### config.mk
export PLATFORM = sky130hd
export DESIGN_NAME = dts_top
export DESIGN_NICKNAME = d
export VERILOG_FILES = /design/src/hdl/dts_pkg.sv /design/src/hdl/dts_reg_if.sv /design/src/hdl/dts_lat_pipe.sv /design/src/hdl/dts_ahb_regs.sv /design/src/hdl/dts_top.sv
export VERILOG_INCLUDE_DIRS = /design/src /design/src/hdl
export SDC_FILE = /design/constraint.sdc
export NUM_CORES = 1
export LEC_CHECK = 0
export ABC_CLOCK_PERIOD_IN_PS = 31400
export BUFFER_PORTS_ARGS = -buffer_cell sky130_fd_sc_hd__buf_2
export CORE_MARGIN = 1
export CORE_UTILIZATION = 40
export DETAILED_ROUTE_END_ITERATION = 10
export PLACE_DENSITY = 0.62
export SYNTH_ARGS = -nofsm -noshare
export SYNTH_HDL_FRONTEND = slang
export SYNTH_SLANG_ARGS = --single-unit
### constraint.sdc
create_clock -name clk_sys -period 31.4 [get_ports clk_sys]
set_clock_uncertainty 0.15 [all_clocks]
set_input_delay 1.57 -clock clk_sys [delete_from_list [all_inputs] [get_ports clk_sys]]
set_output_delay 1.57 -clock clk_sys [all_outputs]
set_load 0.01 [all_outputs]
### src/hdl/dts_cfg.svh
// constants for the training fifo sequencer: sizes, offsets, fields, reset values
`ifndef DTS_CFG_SVH
`define DTS_CFG_SVH

// ----------------------------------------------------------------
// fifo and burst geometry
// ----------------------------------------------------------------
`define DTS_FIFO_DEPTH 3'h5
`define DTS_PTR_LAST 3'h4
`define DTS_BEATS 16
`define DTS_DQ 8
`define DTS_BURST_W 128
`define DTS_PIPE_D 32
`define DTS_TAP_W 5
`define DTS_LAT_MIN 6'h02
`define DTS_LAT_MAX 6'h21
`define DTS_LAT_RST 6'h0E
`define DTS_GAP_RST 8'h18

// ----------------------------------------------------------------
// register offsets and fields
// ----------------------------------------------------------------
`define DTS_OFS_CTRL 8'h00
`define DTS_OFS_PAT 8'h04
`define DTS_OFS_STAT 8'h08
`define DTS_OFS_GAP 8'h0C
`define DTS_CTRL_LAT 5:0
`define DTS_CTRL_DM 8
`define DTS_CTRL_WDBI 9
`define DTS_CTRL_RDBI 10
`define DTS_PAT_F 15:0
`define DTS_GAP_F 7:0
`define DTS_STAT_WRPTR 2:0
`define DTS_STAT_RDPTR 6:4
`define DTS_STAT_FILL 10:8
`define DTS_STAT_ERR 18:16

`endif

### src/hdl/dts_pkg.sv
// types of the training fifo sequencer
package dts_pkg;
    typedef enum logic [3:0] {CMD_NONE, CMD_WR, CMD_MWR, CMD_RD, CMD_MRR, CMD_MRW, CMD_CAS2,
        CMD_WRFIFO, CMD_RDFIFO, CMD_RDCAL, CMD_OTHER} dts_cmd_t;
    typedef enum logic [1:0] {ST_IDLE, ST_WRF, ST_RDF, ST_CAL} dts_mpc_t;
    typedef struct packed {
        logic valid;
        logic isCal;
        logic undef;
        logic [2:0] idx;
    } dts_slot_t;
endpackage

### src/hdl/dts_reg_if.sv
// register fields passed between the bus slave and the sequencer core
`timescale 1ns/1ps
interface dts_reg_if;
    logic [5:0] readLat;
    logic dmEn;
    logic wdbiEn;
    logic rdbiEn;
    logic [15:0] pattern;
    logic [7:0] gap;
    logic [31:0] status;
    logic [2:0] errClr;
    modport regs (output readLat, dmEn, wdbiEn, rdbiEn, pattern, gap, errClr, input status);
    modport core (input readLat, dmEn, wdbiEn, rdbiEn, pattern, gap, errClr, output status);
endinterface

### src/hdl/dts_lat_pipe.sv
// delay line with a selectable tap, used for the read latency
`timescale 1ns/1ps
`include "dts_cfg.svh"
module dts_lat_pipe #(
    parameter int W = 6,
    parameter int D = 32
) (
    input logic clk,
    input logic rstN,
    input logic [W-1:0] inData,
    input logic [`DTS_TAP_W-1:0] tapSel,
    output logic [W-1:0] tapData
);
    logic [W-1:0] stage [0:D-1];

    // shift one stage per clock
    always_ff @(posedge clk or negedge rstN) begin
        if (!rstN) begin
            for (int i = 0; i < D; i++) begin
                stage[i] <= '0;
            end
        end else begin
            stage[0] <= inData;
            for (int i = 1; i < D; i++) begin
                stage[i] <= stage[i-1];
            end
        end
    end

    // tap k is seen k+1 cycles after the input
    assign tapData = stage[tapSel];
endmodule

### src/hdl/dts_ahb_regs.sv
// ahb-lite slave holding the sequencer control registers
`timescale 1ns/1ps
`include "dts_cfg.svh"
module dts_ahb_regs (
    input logic clk,
    input logic rstN,
    input logic hsel,
    input logic [31:0] haddr,
    input logic [1:0] htrans,
    input logic hwrite,
    input logic [2:0] hsize,
    input logic [31:0] hwdata,
    input logic hready,
    output logic [31:0] hrdata,
    output logic hreadyout,
    output logic hresp,
    dts_reg_if.regs rif
);
    logic addrPhase;
    logic wrPend;
    logic [7:0] wrAddr;

    // only word transfers are issued; hsize is not decoded
    assign addrPhase = hsel && hready && htrans[1];

    // capture the write address phase
    always_ff @(posedge clk or negedge rstN) begin
        if (!rstN) begin
            wrPend <= 1'b0;
            wrAddr <= 8'h00;
        end else begin
            wrPend <= addrPhase && hwrite;
            wrAddr <= haddr[7:0];
        end
    end

    // register writes at the end of the data phase
    always_ff @(posedge clk or negedge rstN) begin
        if (!rstN) begin
            rif.readLat <= `DTS_LAT_RST;
            rif.dmEn <= 1'b0;
            rif.wdbiEn <= 1'b0;
            rif.rdbiEn <= 1'b0;
            rif.pattern <= 16'h0000;
            rif.gap <= `DTS_GAP_RST;
        end else if (wrPend) begin
            if (wrAddr == `DTS_OFS_CTRL) begin
                rif.readLat <= hwdata[`DTS_CTRL_LAT];
                rif.dmEn <= hwdata[`DTS_CTRL_DM];
                rif.wdbiEn <= hwdata[`DTS_CTRL_WDBI];
                rif.rdbiEn <= hwdata[`DTS_CTRL_RDBI];
            end
            if (wrAddr == `DTS_OFS_PAT) begin
                rif.pattern <= hwdata[`DTS_PAT_F];
            end
            if (wrAddr == `DTS_OFS_GAP) begin
                rif.gap <= hwdata[`DTS_GAP_F];
            end
        end
    end

    // write-one-to-clear pulse for the sticky error bits
    always_ff @(posedge clk or negedge rstN) begin
        if (!rstN) begin
            rif.errClr <= 3'h0;
        end else begin
            rif.errClr <= (wrPend && wrAddr == `DTS_OFS_STAT) ? hwdata[`DTS_STAT_ERR] : 3'h0;
        end
    end

    // read data registered at the address phase, zero wait states
    always_ff @(posedge clk or negedge rstN) begin
        if (!rstN) begin
            hrdata <= 32'h00000000;
            hreadyout <= 1'b1;
            hresp <= 1'b0;
        end else begin
            hreadyout <= 1'b1;
            hresp <= 1'b0;
            hrdata <= 32'h00000000;
            if (addrPhase && !hwrite) begin
                case (haddr[7:0])
                    `DTS_OFS_CTRL: hrdata <= {21'h000000, rif.rdbiEn, rif.wdbiEn, rif.dmEn, 2'h0, rif.readLat};
                    `DTS_OFS_PAT: hrdata <= {16'h0000, rif.pattern};
                    `DTS_OFS_STAT: hrdata <= rif.status;
                    `DTS_OFS_GAP: hrdata <= {24'h000000, rif.gap};
                    default: hrdata <= 32'h00000000;
                endcase
            end
        end
    end
endmodule

### src/hdl/dts_top.sv
// training fifo sequencer: command decode, five-entry fifo, read latency path
//
// Behaviour
// - write-fifo accepted in any bank state
// - same training commands run back to back
// - read-fifo data uses normal read latency
// - read pointer advances, wraps after five
// - unwritten entries return undefined data
// - dmi driven when dbi or mask enabled
// - sixth write-fifo overwrites the first entry
// - pointers reset by cke low, other accesses
`timescale 1ns/1ps
`include "dts_cfg.svh"
module dts_top (
    input logic clk_sys,
    input logic rst_n,
    input logic hsel,
    input logic [31:0] haddr,
    input logic [1:0] htrans,
    input logic hwrite,
    input logic [2:0] hsize,
    input logic [31:0] hwdata,
    input logic hready,
    output logic [31:0] hrdata,
    output logic hreadyout,
    output logic hresp,
    input logic [3:0] cmdOp,
    input logic [5:0] casOperand,
    input logic cke,
    input logic [`DTS_BURST_W-1:0] wrBurst,
    input logic wrBurstValid,
    output logic [`DTS_BURST_W-1:0] rdBurst,
    output logic rdBurstValid,
    output logic dmiDrive,
    output logic rdUndef
);
    // ------------------------------------------------------------
    // reset and pin synchronisers
    // ------------------------------------------------------------
    logic [1:0] rstPipe;
    logic rstN;
    logic ckeMeta;
    logic ckeS;

    // two-stage release of the asynchronous reset
    always_ff @(posedge clk_sys or negedge rst_n) begin
        if (!rst_n) begin
            rstPipe <= 2'h0;
        end else begin
            rstPipe <= {rstPipe[0], 1'b1};
        end
    end
    assign rstN = rstPipe[1];

    // clock enable pin through two flops
    always_ff @(posedge clk_sys or negedge rstN) begin
        if (!rstN) begin
            ckeMeta <= 1'b0;
            ckeS <= 1'b0;
        end else begin
            ckeMeta <= cke;
            ckeS <= ckeMeta;
        end
    end

    // ------------------------------------------------------------
    // register slave
    // ------------------------------------------------------------
    dts_reg_if rif ();

    dts_ahb_regs u_regs (
        .clk(clk_sys),
        .rstN(rstN),
        .hsel(hsel),
        .haddr(haddr),
        .htrans(htrans),
        .hwrite(hwrite),
        .hsize(hsize),
        .hwdata(hwdata),
        .hready(hready),
        .hrdata(hrdata),
        .hreadyout(hreadyout),
        .hresp(hresp),
        .rif(rif)
    );

    // ------------------------------------------------------------
    // command decode
    // ------------------------------------------------------------
    dts_pkg::dts_cmd_t cmd;
    dts_pkg::dts_mpc_t st;
    dts_pkg::dts_mpc_t next_st;
    logic casHit;
    logic execWr;
    logic execRd;
    logic execCal;
    logic disturb;
    logic wrTake;

    // commands count only while the clock enable is high, in any bank or refresh state
    assign cmd = ckeS ? dts_pkg::dts_cmd_t'(cmdOp) : dts_pkg::CMD_NONE;

    // remember which training command waits for its cas-2
    always_comb begin
        case (cmd)
            dts_pkg::CMD_WRFIFO: next_st = dts_pkg::ST_WRF;
            dts_pkg::CMD_RDFIFO: next_st = dts_pkg::ST_RDF;
            dts_pkg::CMD_RDCAL: next_st = dts_pkg::ST_CAL;
            default: next_st = dts_pkg::ST_IDLE;
        endcase
    end

    always_ff @(posedge clk_sys or negedge rstN) begin
        if (!rstN) begin
            st <= dts_pkg::ST_IDLE;
        end else begin
            st <= next_st;
        end
    end

    // execution and latency start at the cas-2 cycle
    assign casHit = (st != dts_pkg::ST_IDLE) && (cmd == dts_pkg::CMD_CAS2);
    assign execWr = casHit && (st == dts_pkg::ST_WRF);
    assign execRd = casHit && (st == dts_pkg::ST_RDF);
    assign execCal = casHit && (st == dts_pkg::ST_CAL);

    // these accesses or a low clock enable reset the fifo pointers to zero
    assign disturb = !ckeS || execCal || cmd == dts_pkg::CMD_WR || cmd == dts_pkg::CMD_MWR
        || cmd == dts_pkg::CMD_RD || cmd == dts_pkg::CMD_MRR;

    // ------------------------------------------------------------
    // training fifo and pointers
    // ------------------------------------------------------------
    logic [`DTS_BURST_W-1:0] fifoMem [0:4];
    logic [2:0] wrPtr;
    logic [2:0] rdPtr;
    logic [2:0] fill;
    logic [2:0] wrArm;

    // a burst is stored only when a write-fifo command asked for it
    assign wrTake = wrBurstValid && (wrArm != 3'h0) && !disturb;

    // outstanding write-fifo bursts, one per executed command
    always_ff @(posedge clk_sys or negedge rstN) begin
        if (!rstN) begin
            wrArm <= 3'h0;
        end else if (disturb) begin
            wrArm <= 3'h0;
        end else if (execWr && !wrTake && wrArm != `DTS_FIFO_DEPTH) begin
            wrArm <= wrArm + 3'h1;
        end else if (wrTake && !execWr) begin
            wrArm <= wrArm - 3'h1;
        end
    end

    // write pointer wraps, so a sixth burst lands on the first entry
    always_ff @(posedge clk_sys or negedge rstN) begin
        if (!rstN) begin
            wrPtr <= 3'h0;
            fill <= 3'h0;
        end else if (disturb) begin
            wrPtr <= 3'h0;
            fill <= 3'h0;
        end else if (wrTake) begin
            wrPtr <= (wrPtr == `DTS_PTR_LAST) ? 3'h0 : wrPtr + 3'h1;
            fill <= (fill == `DTS_FIFO_DEPTH) ? fill : fill + 3'h1;
        end
    end

    // storage, no reset needed
    always_ff @(posedge clk_sys) begin
        if (wrTake) begin
            fifoMem[wrPtr] <= wrBurst;
        end
    end

    // read pointer advances on each read-fifo and wraps after five
    always_ff @(posedge clk_sys or negedge rstN) begin
        if (!rstN) begin
            rdPtr <= 3'h0;
        end else if (disturb) begin
            rdPtr <= 3'h0;
        end else if (execRd) begin
            rdPtr <= (rdPtr == `DTS_PTR_LAST) ? 3'h0 : rdPtr + 3'h1;
        end
    end

    // ------------------------------------------------------------
    // controller protocol monitors
    // ------------------------------------------------------------
    logic [7:0] gapCnt;
    logic [2:0] errs;
    logic [2:0] errSet;

    // counts down the read gap after each read-fifo
    always_ff @(posedge clk_sys or negedge rstN) begin
        if (!rstN) begin
            gapCnt <= 8'h00;
        end else if (execRd) begin
            gapCnt <= rif.gap;
        end else if (gapCnt != 8'h00) begin
            gapCnt <= gapCnt - 8'h01;
        end
    end

    // bit 0 operands, bit 1 missing cas-2, bit 2 read too early
    assign errSet = {cmd == dts_pkg::CMD_RD && gapCnt != 8'h00,
        st != dts_pkg::ST_IDLE && cmd != dts_pkg::CMD_CAS2,
        casHit && casOperand != 6'h00};

    // sticky errors; a new event wins over a clear
    always_ff @(posedge clk_sys or negedge rstN) begin
        if (!rstN) begin
            errs <= 3'h0;
        end else begin
            errs <= (errs & ~rif.errClr) | errSet;
        end
    end

    // status word
    always_comb begin
        rif.status = 32'h00000000;
        rif.status[`DTS_STAT_WRPTR] = wrPtr;
        rif.status[`DTS_STAT_RDPTR] = rdPtr;
        rif.status[`DTS_STAT_FILL] = fill;
        rif.status[`DTS_STAT_ERR] = errs;
    end

    // ------------------------------------------------------------
    // read latency path
    // ------------------------------------------------------------
    dts_pkg::dts_slot_t slotIn;
    dts_pkg::dts_slot_t slotOut;
    logic [5:0] latEff;
    logic [`DTS_TAP_W-1:0] tapSel;
    logic [`DTS_BURST_W-1:0] calPat;

    // entries beyond the written count are flagged undefined
    assign slotIn = '{valid: execRd || execCal, isCal: execCal,
        undef: execRd && (rdPtr >= fill), idx: rdPtr};

    // same latency as an ordinary burst-16 read, clamped to the pipe
    always_comb begin
        latEff = rif.readLat;
        if (latEff < `DTS_LAT_MIN) begin
            latEff = `DTS_LAT_MIN;
        end
        if (latEff > `DTS_LAT_MAX) begin
            latEff = `DTS_LAT_MAX;
        end
        tapSel = 5'(latEff - `DTS_LAT_MIN);
    end

    dts_lat_pipe #(
        .W(6),
        .D(`DTS_PIPE_D)
    ) u_pipe (
        .clk(clk_sys),
        .rstN(rstN),
        .inData(slotIn),
        .tapSel(tapSel),
        .tapData(slotOut)
    );

    // calibration pattern: beat b carries pattern bit b on every dq
    always_comb begin
        calPat = '0;
        for (int b = 0; b < `DTS_BEATS; b++) begin
            calPat[b*`DTS_DQ +: `DTS_DQ] = {`DTS_DQ{rif.pattern[b]}};
        end
    end

    // output burst and dmi drive
    always_ff @(posedge clk_sys or negedge rstN) begin
        if (!rstN) begin
            rdBurst <= '0;
            rdBurstValid <= 1'b0;
            dmiDrive <= 1'b0;
            rdUndef <= 1'b0;
        end else begin
            rdBurstValid <= slotOut.valid;
            rdBurst <= !slotOut.valid ? '0 : (slotOut.isCal ? calPat : fifoMem[slotOut.idx]);
            dmiDrive <= slotOut.valid && (slotOut.isCal || rif.dmEn || rif.wdbiEn || rif.rdbiEn);
            rdUndef <= slotOut.valid && slotOut.undef;
        end
    end
endmodule

==> results of run 1 <==
[cells by family (layout without fill, tap and decap cells)]
kind of cell,Yosys count,in the layout,share of synthesized area
AO/OA/AOI/OAI,914,914,0.149
XOR/XNOR,10,10,0.00215
adder cells (fa/ha/maj),15,15,0.00469
buffers and inverters,269,600,0.0302
flip-flops,1056,1056,0.727
multiplexers,101,101,0.0303
other,2,27,0.000184
AND/OR/NAND/NOR,421,421,0.0567
[placed cells by master, fill, tap and decap left out, drive strengths merged, types with 8 or more instances in the layout]
master and count:
conb 16, dfrtp 411, o22ai 25, o221ai 22, mux4 14, mux2i 49, and2 14, a21boi 129
a211o 128, a31oi 129, nand2b 9, ha 12, mux2 38, nand3 134, buf 377, o21ai 165
o211ai 129, a21oi 153, clkbuf 168, nor3 17, nor4 8, diode 11, nor2 45, inv 23
edfxtp 640, and3 136, clkinv 29, nand2 25
[final cells by class]
cell class              count  area, sq um  share of cell area
flip-flops and latches   1056        29600               0.629
multi-input cells        1477        10100               0.214
clock buffers             168         3200              0.0680
repair buffers            377         2060              0.0438
well taps                1357         1700              0.0360
clock inverters            38          339             0.00720
inverters                  17         63.8             0.00135
diodes                     11         27.5            0.000584
[layer usage]
layer  wire (um)  global-route usage  up-vias  share of wire
met2       50700               0.330      767           0.47
met3        7080              0.0445      211          0.066
met5         149                   0        -         0.0014
met1       46700               0.279    12986           0.43
met4        2780              0.0692       28          0.026
li1            -                   -    11307              -
[power by group through the flow]
stage                     clock network (mW)  registers (mW)  logic [mW]
after CTS                               1.29            1.49       0.180
after detailed placement                   0            1.52       0.180
after floorplan                            0            1.53       0.116
after global placement                     0            1.52       0.177
after global routing                    1.35            1.49       0.197
final                                   1.26            1.49       0.179
[stage by stage]
step	setup WS, ns	hold slack, ns	std cells	util
after global routing	23.59	0.228	4497	0.468
after floorplan	18.81	0.181	2802	-
after global placement	24.13	0.186	4284	0.433
after CTS	24.05	0.210	4490	0.468
final	23.98	0.204	4501	0.468
after detailed placement	24.09	0.187	4284	0.433
[path summary, 6_finish.rpt]
kind                                  startpoint           endpoint  cells after the start
setup / recovery           u_regs.rif.readLat[5]        rdBurst[64]                     13
hold / removal                 u_pipe.stage[145]  u_pipe.stage[139]                      0
setup reg to reg           u_regs.rif.readLat[5]        rdBurst[64]                     13
hold reg to reg                u_pipe.stage[145]  u_pipe.stage[139]                      0
max in group asynchronous             rstPipe[1]       rdBurst[103]                      2
min in group asynchronous             rstPipe[1]        rdBurst[11]                      0
[synthesized netlist by cell type (49+ instances only)]
library cell | n | area (sq um)
a21oi_1 | 153 | 766
and3_1 | 136 | 851
o21ai_0 | 149 | 746
o211ai_1 | 129 | 968
a211o_1 | 128 | 1120
edfxtp_1 | 640 | 19200
a31oi_1 | 129 | 807
nand3_1 | 134 | 671
dfrtp_1 | 411 | 10300
clkbuf_1 | 192 | 721
a21boi_0 | 129 | 968
mux2i_1 | 49 | 490
[worst register-to-register path, delay by kind of cell, from the launching register on]
kind / cells / cell delay (ns)
adders and majority gates: 1 / 0.32
buffers and inverters: 5 / 3.68
DFF: 1 / 0.68
AOI/OAI and AO/OA: 6 / 2.25
and+or+nand+nor: 1 / 0.23
[registers in the layout, indices dropped and copies added (netlist names), 6 cells and up]
name                flops
fifoMem               640
gapCnt                  8
rdBurst               128
u_pipe.stage          192
u_regs.hrdata          19
u_regs.rif.gap          8
u_regs.rif.pattern     16
u_regs.rif.readLat      6
u_regs.wrAddr           8
==> impl_metrics.env, run 1 <==
export IMPL_p_sw_frac=0.226
export IMPL_cp_data_required_time_ns=31.81
export IMPL_crit_type="reg -> reg"
export IMPL_cap_violations=0
export IMPL_fmax_ghz=0.135
export IMPL_cp_arrival_ns=7.83
export IMPL_placed_cell_area_sq_um=43500
export IMPL_setup_viol=0
export IMPL_rsz0062_at_grt="false"
export IMPL_routed_wl_um=107000
export IMPL_critPathMaxFanout=117
export IMPL_crit_path_end_kind="flop"
export IMPL_setup_tns_ns=0
export IMPL_drv_slew=0
export IMPL_cts_sinks=1056
export IMPL_synthDistinctLibCells=63
export IMPL_synth_edf_count=640
export IMPL_p_clk_frac=0.430
export IMPL_cp_slowest_stage_delay_ns=0.96
export IMPL_avgRoutedWirePerCell_um=23.9
export IMPL_tightest_slew_ns=1.27
export IMPL_critPathLaunchType="flop"
export IMPL_io_buffers=322
export IMPL_track_usage=0.206
export IMPL_timing_final_crit_share=0.236
export IMPL_drt_iter0_markers=1922
export IMPL_critPathSlowestCell="buf_4"
export IMPL_fillers=8837
export IMPL_power_density_nw_per_um2=62.3
export IMPL_yosysWarnings=0
export IMPL_h_tree_depth=3
export IMPL_clkTransAtPathRegs_ns=0.06
export IMPL_dr_pass1_iters=6
export IMPL_nNetsFinal=3265
export IMPL_comb_power_share=0.061
export IMPL_fp_dieW_um=321
export IMPL_place_congestion=0.760
export IMPL_status="complete, no violations"
export IMPL_fin_area_sq_um=47100
export IMPL_cts_hold_buf=0
export IMPL_grt_antenna_before_repair=29
export IMPL_grt_pass1_wl_um=160000
export IMPL_finalHoldViolCount=0
export IMPL_netlist_area_sq_um=40800
export IMPL_fin_crit_ns=7.42
export IMPL_max_clock_path_buffers=3
export IMPL_reg2reg_setup_slack_ns=23.98
export IMPL_clock_latency_ns=0.70
export IMPL_ys_async_sr_fraction=0.394
export IMPL_synth_seq_area_share=0.727
export IMPL_crit_chain="o21bai_2 > buf_4 > ha_1 > inv_1 > o221ai_1 > o22ai_1 > o22a_4 > buf_4 > buf_4 > buf_4 > nand3_1 > a211o_1 > a31oi_1"
export IMPL_cts_resized=0
export IMPL_synthFlopType="edfxtp_1"
export IMPL_core_rowCount=116
export IMPL_cts_setup_buffers=0
export IMPL_max_slew_margin=0.152
export IMPL_p_sw_mw=0.664
export IMPL_critPathBufInv=5
export IMPL_via_per_inst=5.62
export IMPL_dpl_hpwl_um=57600
export IMPL_grt_pass1_vias=25256
export IMPL_num_vias=25299
export IMPL_post_synth_cell_area_avg_sq_um=14.6
export IMPL_drc=0
export IMPL_start_util=0.405
export IMPL_root_buffer="clkbuf_16"
export IMPL_die_area_sq_um=103000
export IMPL_grt_max_degree=169
export IMPL_grt_overflow=0
export IMPL_hold_path_class="reg -> reg"
export IMPL_syn_instance_count=2788
export IMPL_numCtsBuffers=109
export IMPL_drive_gt1_frac=0.199
export IMPL_area_growth_syn_to_layout_pct=15.5
export IMPL_die_y_um=321
export IMPL_critical_path_top_delay_family="buffers and inverters"
export IMPL_tritoncts="yes"
export IMPL_seq_power_share=0.509
export IMPL_leakage_nw=18.4
export IMPL_synth_seq_cells=1056
export IMPL_p_total_mw=2.93
export IMPL_cp_common_cell="buf_4"
export IMPL_ir_drop_uv=47.5
export IMPL_drtAntennaViolNets=0
export IMPL_top_level_ports=379
export IMPL_p_int_mw=2.27
export IMPL_core_sq_um=101000
Power figures use the tool's default switching activity.
==> run 2: changes to the inputs <==
--- a/config.mk
+++ b/config.mk
@@ -6,12 +6,12 @@
 export SDC_FILE = /design/constraint.sdc
 export NUM_CORES = 1
 export LEC_CHECK = 0
-export ABC_CLOCK_PERIOD_IN_PS = 31400
+export ABC_CLOCK_PERIOD_IN_PS = 6200
 export BUFFER_PORTS_ARGS = -buffer_cell sky130_fd_sc_hd__buf_2
 export CORE_MARGIN = 1
 export CORE_UTILIZATION = 40
 export DETAILED_ROUTE_END_ITERATION = 10
-export PLACE_DENSITY = 0.62
+export PLACE_DENSITY = 0.65
 export SYNTH_ARGS = -nofsm -noshare
 export SYNTH_HDL_FRONTEND = slang
 export SYNTH_SLANG_ARGS = --single-unit
==> constraint.sdc (replaced) <==
create_clock -name clk_sys -period 6.2 [get_ports clk_sys]
set_clock_uncertainty 0.15 [all_clocks]
set_input_delay 0.31 -clock clk_sys [delete_from_list [all_inputs] [get_ports clk_sys]]
set_output_delay 0.31 -clock clk_sys [all_outputs]
set_load 0.01 [all_outputs]
==> run 2 against run 1 <==
  * Wire length grew 1.3%
  * First-iteration DRC count grew 13%
  * Fmax grew 70%
  * Critical endpoint is now rdBurst[4]
  * Largest power group unchanged
==> impl_metrics.env, run 2 (same netlist as run 1, synthesis figures left out) <==
export IMPL_startpoint="u_regs.rif.readLat[4]"
export IMPL_cts_setup_buffers=0
export IMPL_grt_antenna_before_repair=14
export IMPL_core_rowCount=116
export IMPL_setup_tns_ns=0
export IMPL_final_util=0.489
export IMPL_grt_overflow=0
export IMPL_root_buffer="clkbuf_16"
export IMPL_final_common_cell="edfxtp_1"
export IMPL_grt_pass1_wl_um=164000
export IMPL_setup_viol=0
export IMPL_track_usage=0.209
export IMPL_avgRoutedWirePerCell_um=23.2
export IMPL_hold_worst_slack_ns=0.117
export IMPL_drv_slew=0
export IMPL_nNetsFinal=3454
export IMPL_ir_drop_uv=246
export IMPL_fp_dieW_um=321
export IMPL_fmax_ghz=0.229
export IMPL_layout_common_cells="640 x edfxtp_1, 410 x dfrtp_1, 322 x buf_2"
export IMPL_cts_hold_buf=169
export IMPL_via_per_inst=5.60
export IMPL_finalHoldViolCount=0
export IMPL_cp_data_required_time_ns=6.58
export IMPL_dr_pass1_iters=7
export IMPL_drc=0
export IMPL_worstHoldStart="hsel"
export IMPL_critPathLaunchType="flop"
export IMPL_tightest_slew_ns=1.12
export IMPL_hold_path_class="in -> reg"
export IMPL_max_clock_path_buffers=3
export IMPL_status="complete, no violations"
export IMPL_drtAntennaViolNets=0
export IMPL_wl_met3_um=7230
export IMPL_routed_top_layer="met5"
export IMPL_multi_input_area_sq_um=10100
export IMPL_dpl_hpwl_um=59500
export IMPL_max_slew_margin=0.252
export IMPL_fillers=8510
export IMPL_tritoncts="yes"
export IMPL_cts_resized=0
export IMPL_clkTransAtPathRegs_ns=0.06
export IMPL_start_util=0.405
export IMPL_power_density_nw_per_um2=305
export IMPL_cap_violations=0
export IMPL_rr_startpoint="u_regs.rif.readLat[4]"
export IMPL_place_congestion=0.783
export IMPL_io_buffers=322
export IMPL_drt_iter0_markers=2172
export IMPL_numCtsBuffers=108
export IMPL_grt_pass1_vias=26178
export IMPL_die_y_um=321
export IMPL_critPathMaxFanout=25
export IMPL_cp_arrival_ns=4.76
export IMPL_h_tree_depth=3
export IMPL_top_level_ports=379
export IMPL_die_area_sq_um=103000
export IMPL_clock_latency_ns=0.69
export IMPL_largest_register_ffs=640
export IMPL_wl_met2_um=52200
export IMPL_p_total_mw=15.0
export IMPL_drive_gt1_frac=0.195
export IMPL_largestRegisters="fifoMem: 640 flops, u_pipe.stage: 192 flops, rdBurst: 128 flops"
export IMPL_crit_path_end_kind="flop"
export IMPL_grt_max_degree=140
export IMPL_ff_latch_area_sq_um=29600
export IMPL_timing_final_crit_share=0.705
export IMPL_core_sq_um=101000
export IMPL_leakage_nw=19.3
export IMPL_fin_crit_ns=4.37
export IMPL_met1_length_um=47200
export IMPL_num_vias=26213
export IMPL_area_growth_syn_to_layout_pct=20.6
export IMPL_rsz0062_at_grt="false"
export IMPL_cts_sinks=1056
export IMPL_crit_type="reg -> reg"
export IMPL_routed_wl_um=109000
export IMPL_top_register="fifoMem"
==> run 2: cell count changes in the layout (fill, tap and decap cells not counted), sizes merged <==
cell and delta:
clkinv +3, dlygate4sd3 +169, clkbuf -10, clkinvlp +3
bufinv +1, inv -2, buf +21, diode -5
==> run 2: cell type report <==
class / instances / area share
inverters: 17 / 0.00130
clock buffers: 158 / 0.0645
well taps: 1357 / 0.0345
multi-input cells: 1477 / 0.205
flip-flops and latches: 1056 / 0.603
diodes: 6 / 0.000305
clock inverters: 43 / 0.00738
repair buffers: 567 / 0.0849
==> run 2: metal layers <==
metal	GRT usage	up-vias
met2	0.334	887
met5	0	-
met4	0.0619	14
met1	0.287	13473
li1	-	11672
met3	0.0416	167
==> run 2: metrics by stage <==
stage | std cells | area (sq um) | setup WS, ns
after floorplan | 2802 | 40800 | -1.55
after global placement | 4305 | 43900 | 1.83
after detailed placement | 4305 | 43900 | 1.84
after CTS | 4675 | 49200 | 1.81
after global routing | 4681 | 49200 | 1.62
final | 4681 | 49200 | 1.83
==> run 2: worst paths after layout <==
kind | to | slack, ns | depth (start not counted)
max reg2reg | rdBurst[4] | 1.83 | 9
max | rdBurst[4] | 1.83 | 9
max in group asynchronous | rdBurst[57] | 4.20 | 1
min in group asynchronous | rdBurst[11] | 0.27 | 0
min | u_regs.hrdata[2] | 0.12 | 5
min reg2reg | ckeS | 0.20 | 0
==> run 2: power breakdown <==
| group | switching, mW | internal, mW |
|---|---|---|
| clock network | 2.70 | 3.71 |
| registers | 0.0421 | 7.52 |
| logic | 0.647 | 0.396 |
==> run 2: critical path, stage by stage, from the launching register on <==
cell      delay [ns]
dfrtp_1         0.44
or4_4           0.59
maj3_2          0.64
mux2i_1         0.22
a211oi_1        0.27
nor3_1          0.10
or4_1           0.87
o21ai_1         0.52
buf_4           0.30
a31oi_1         0.09
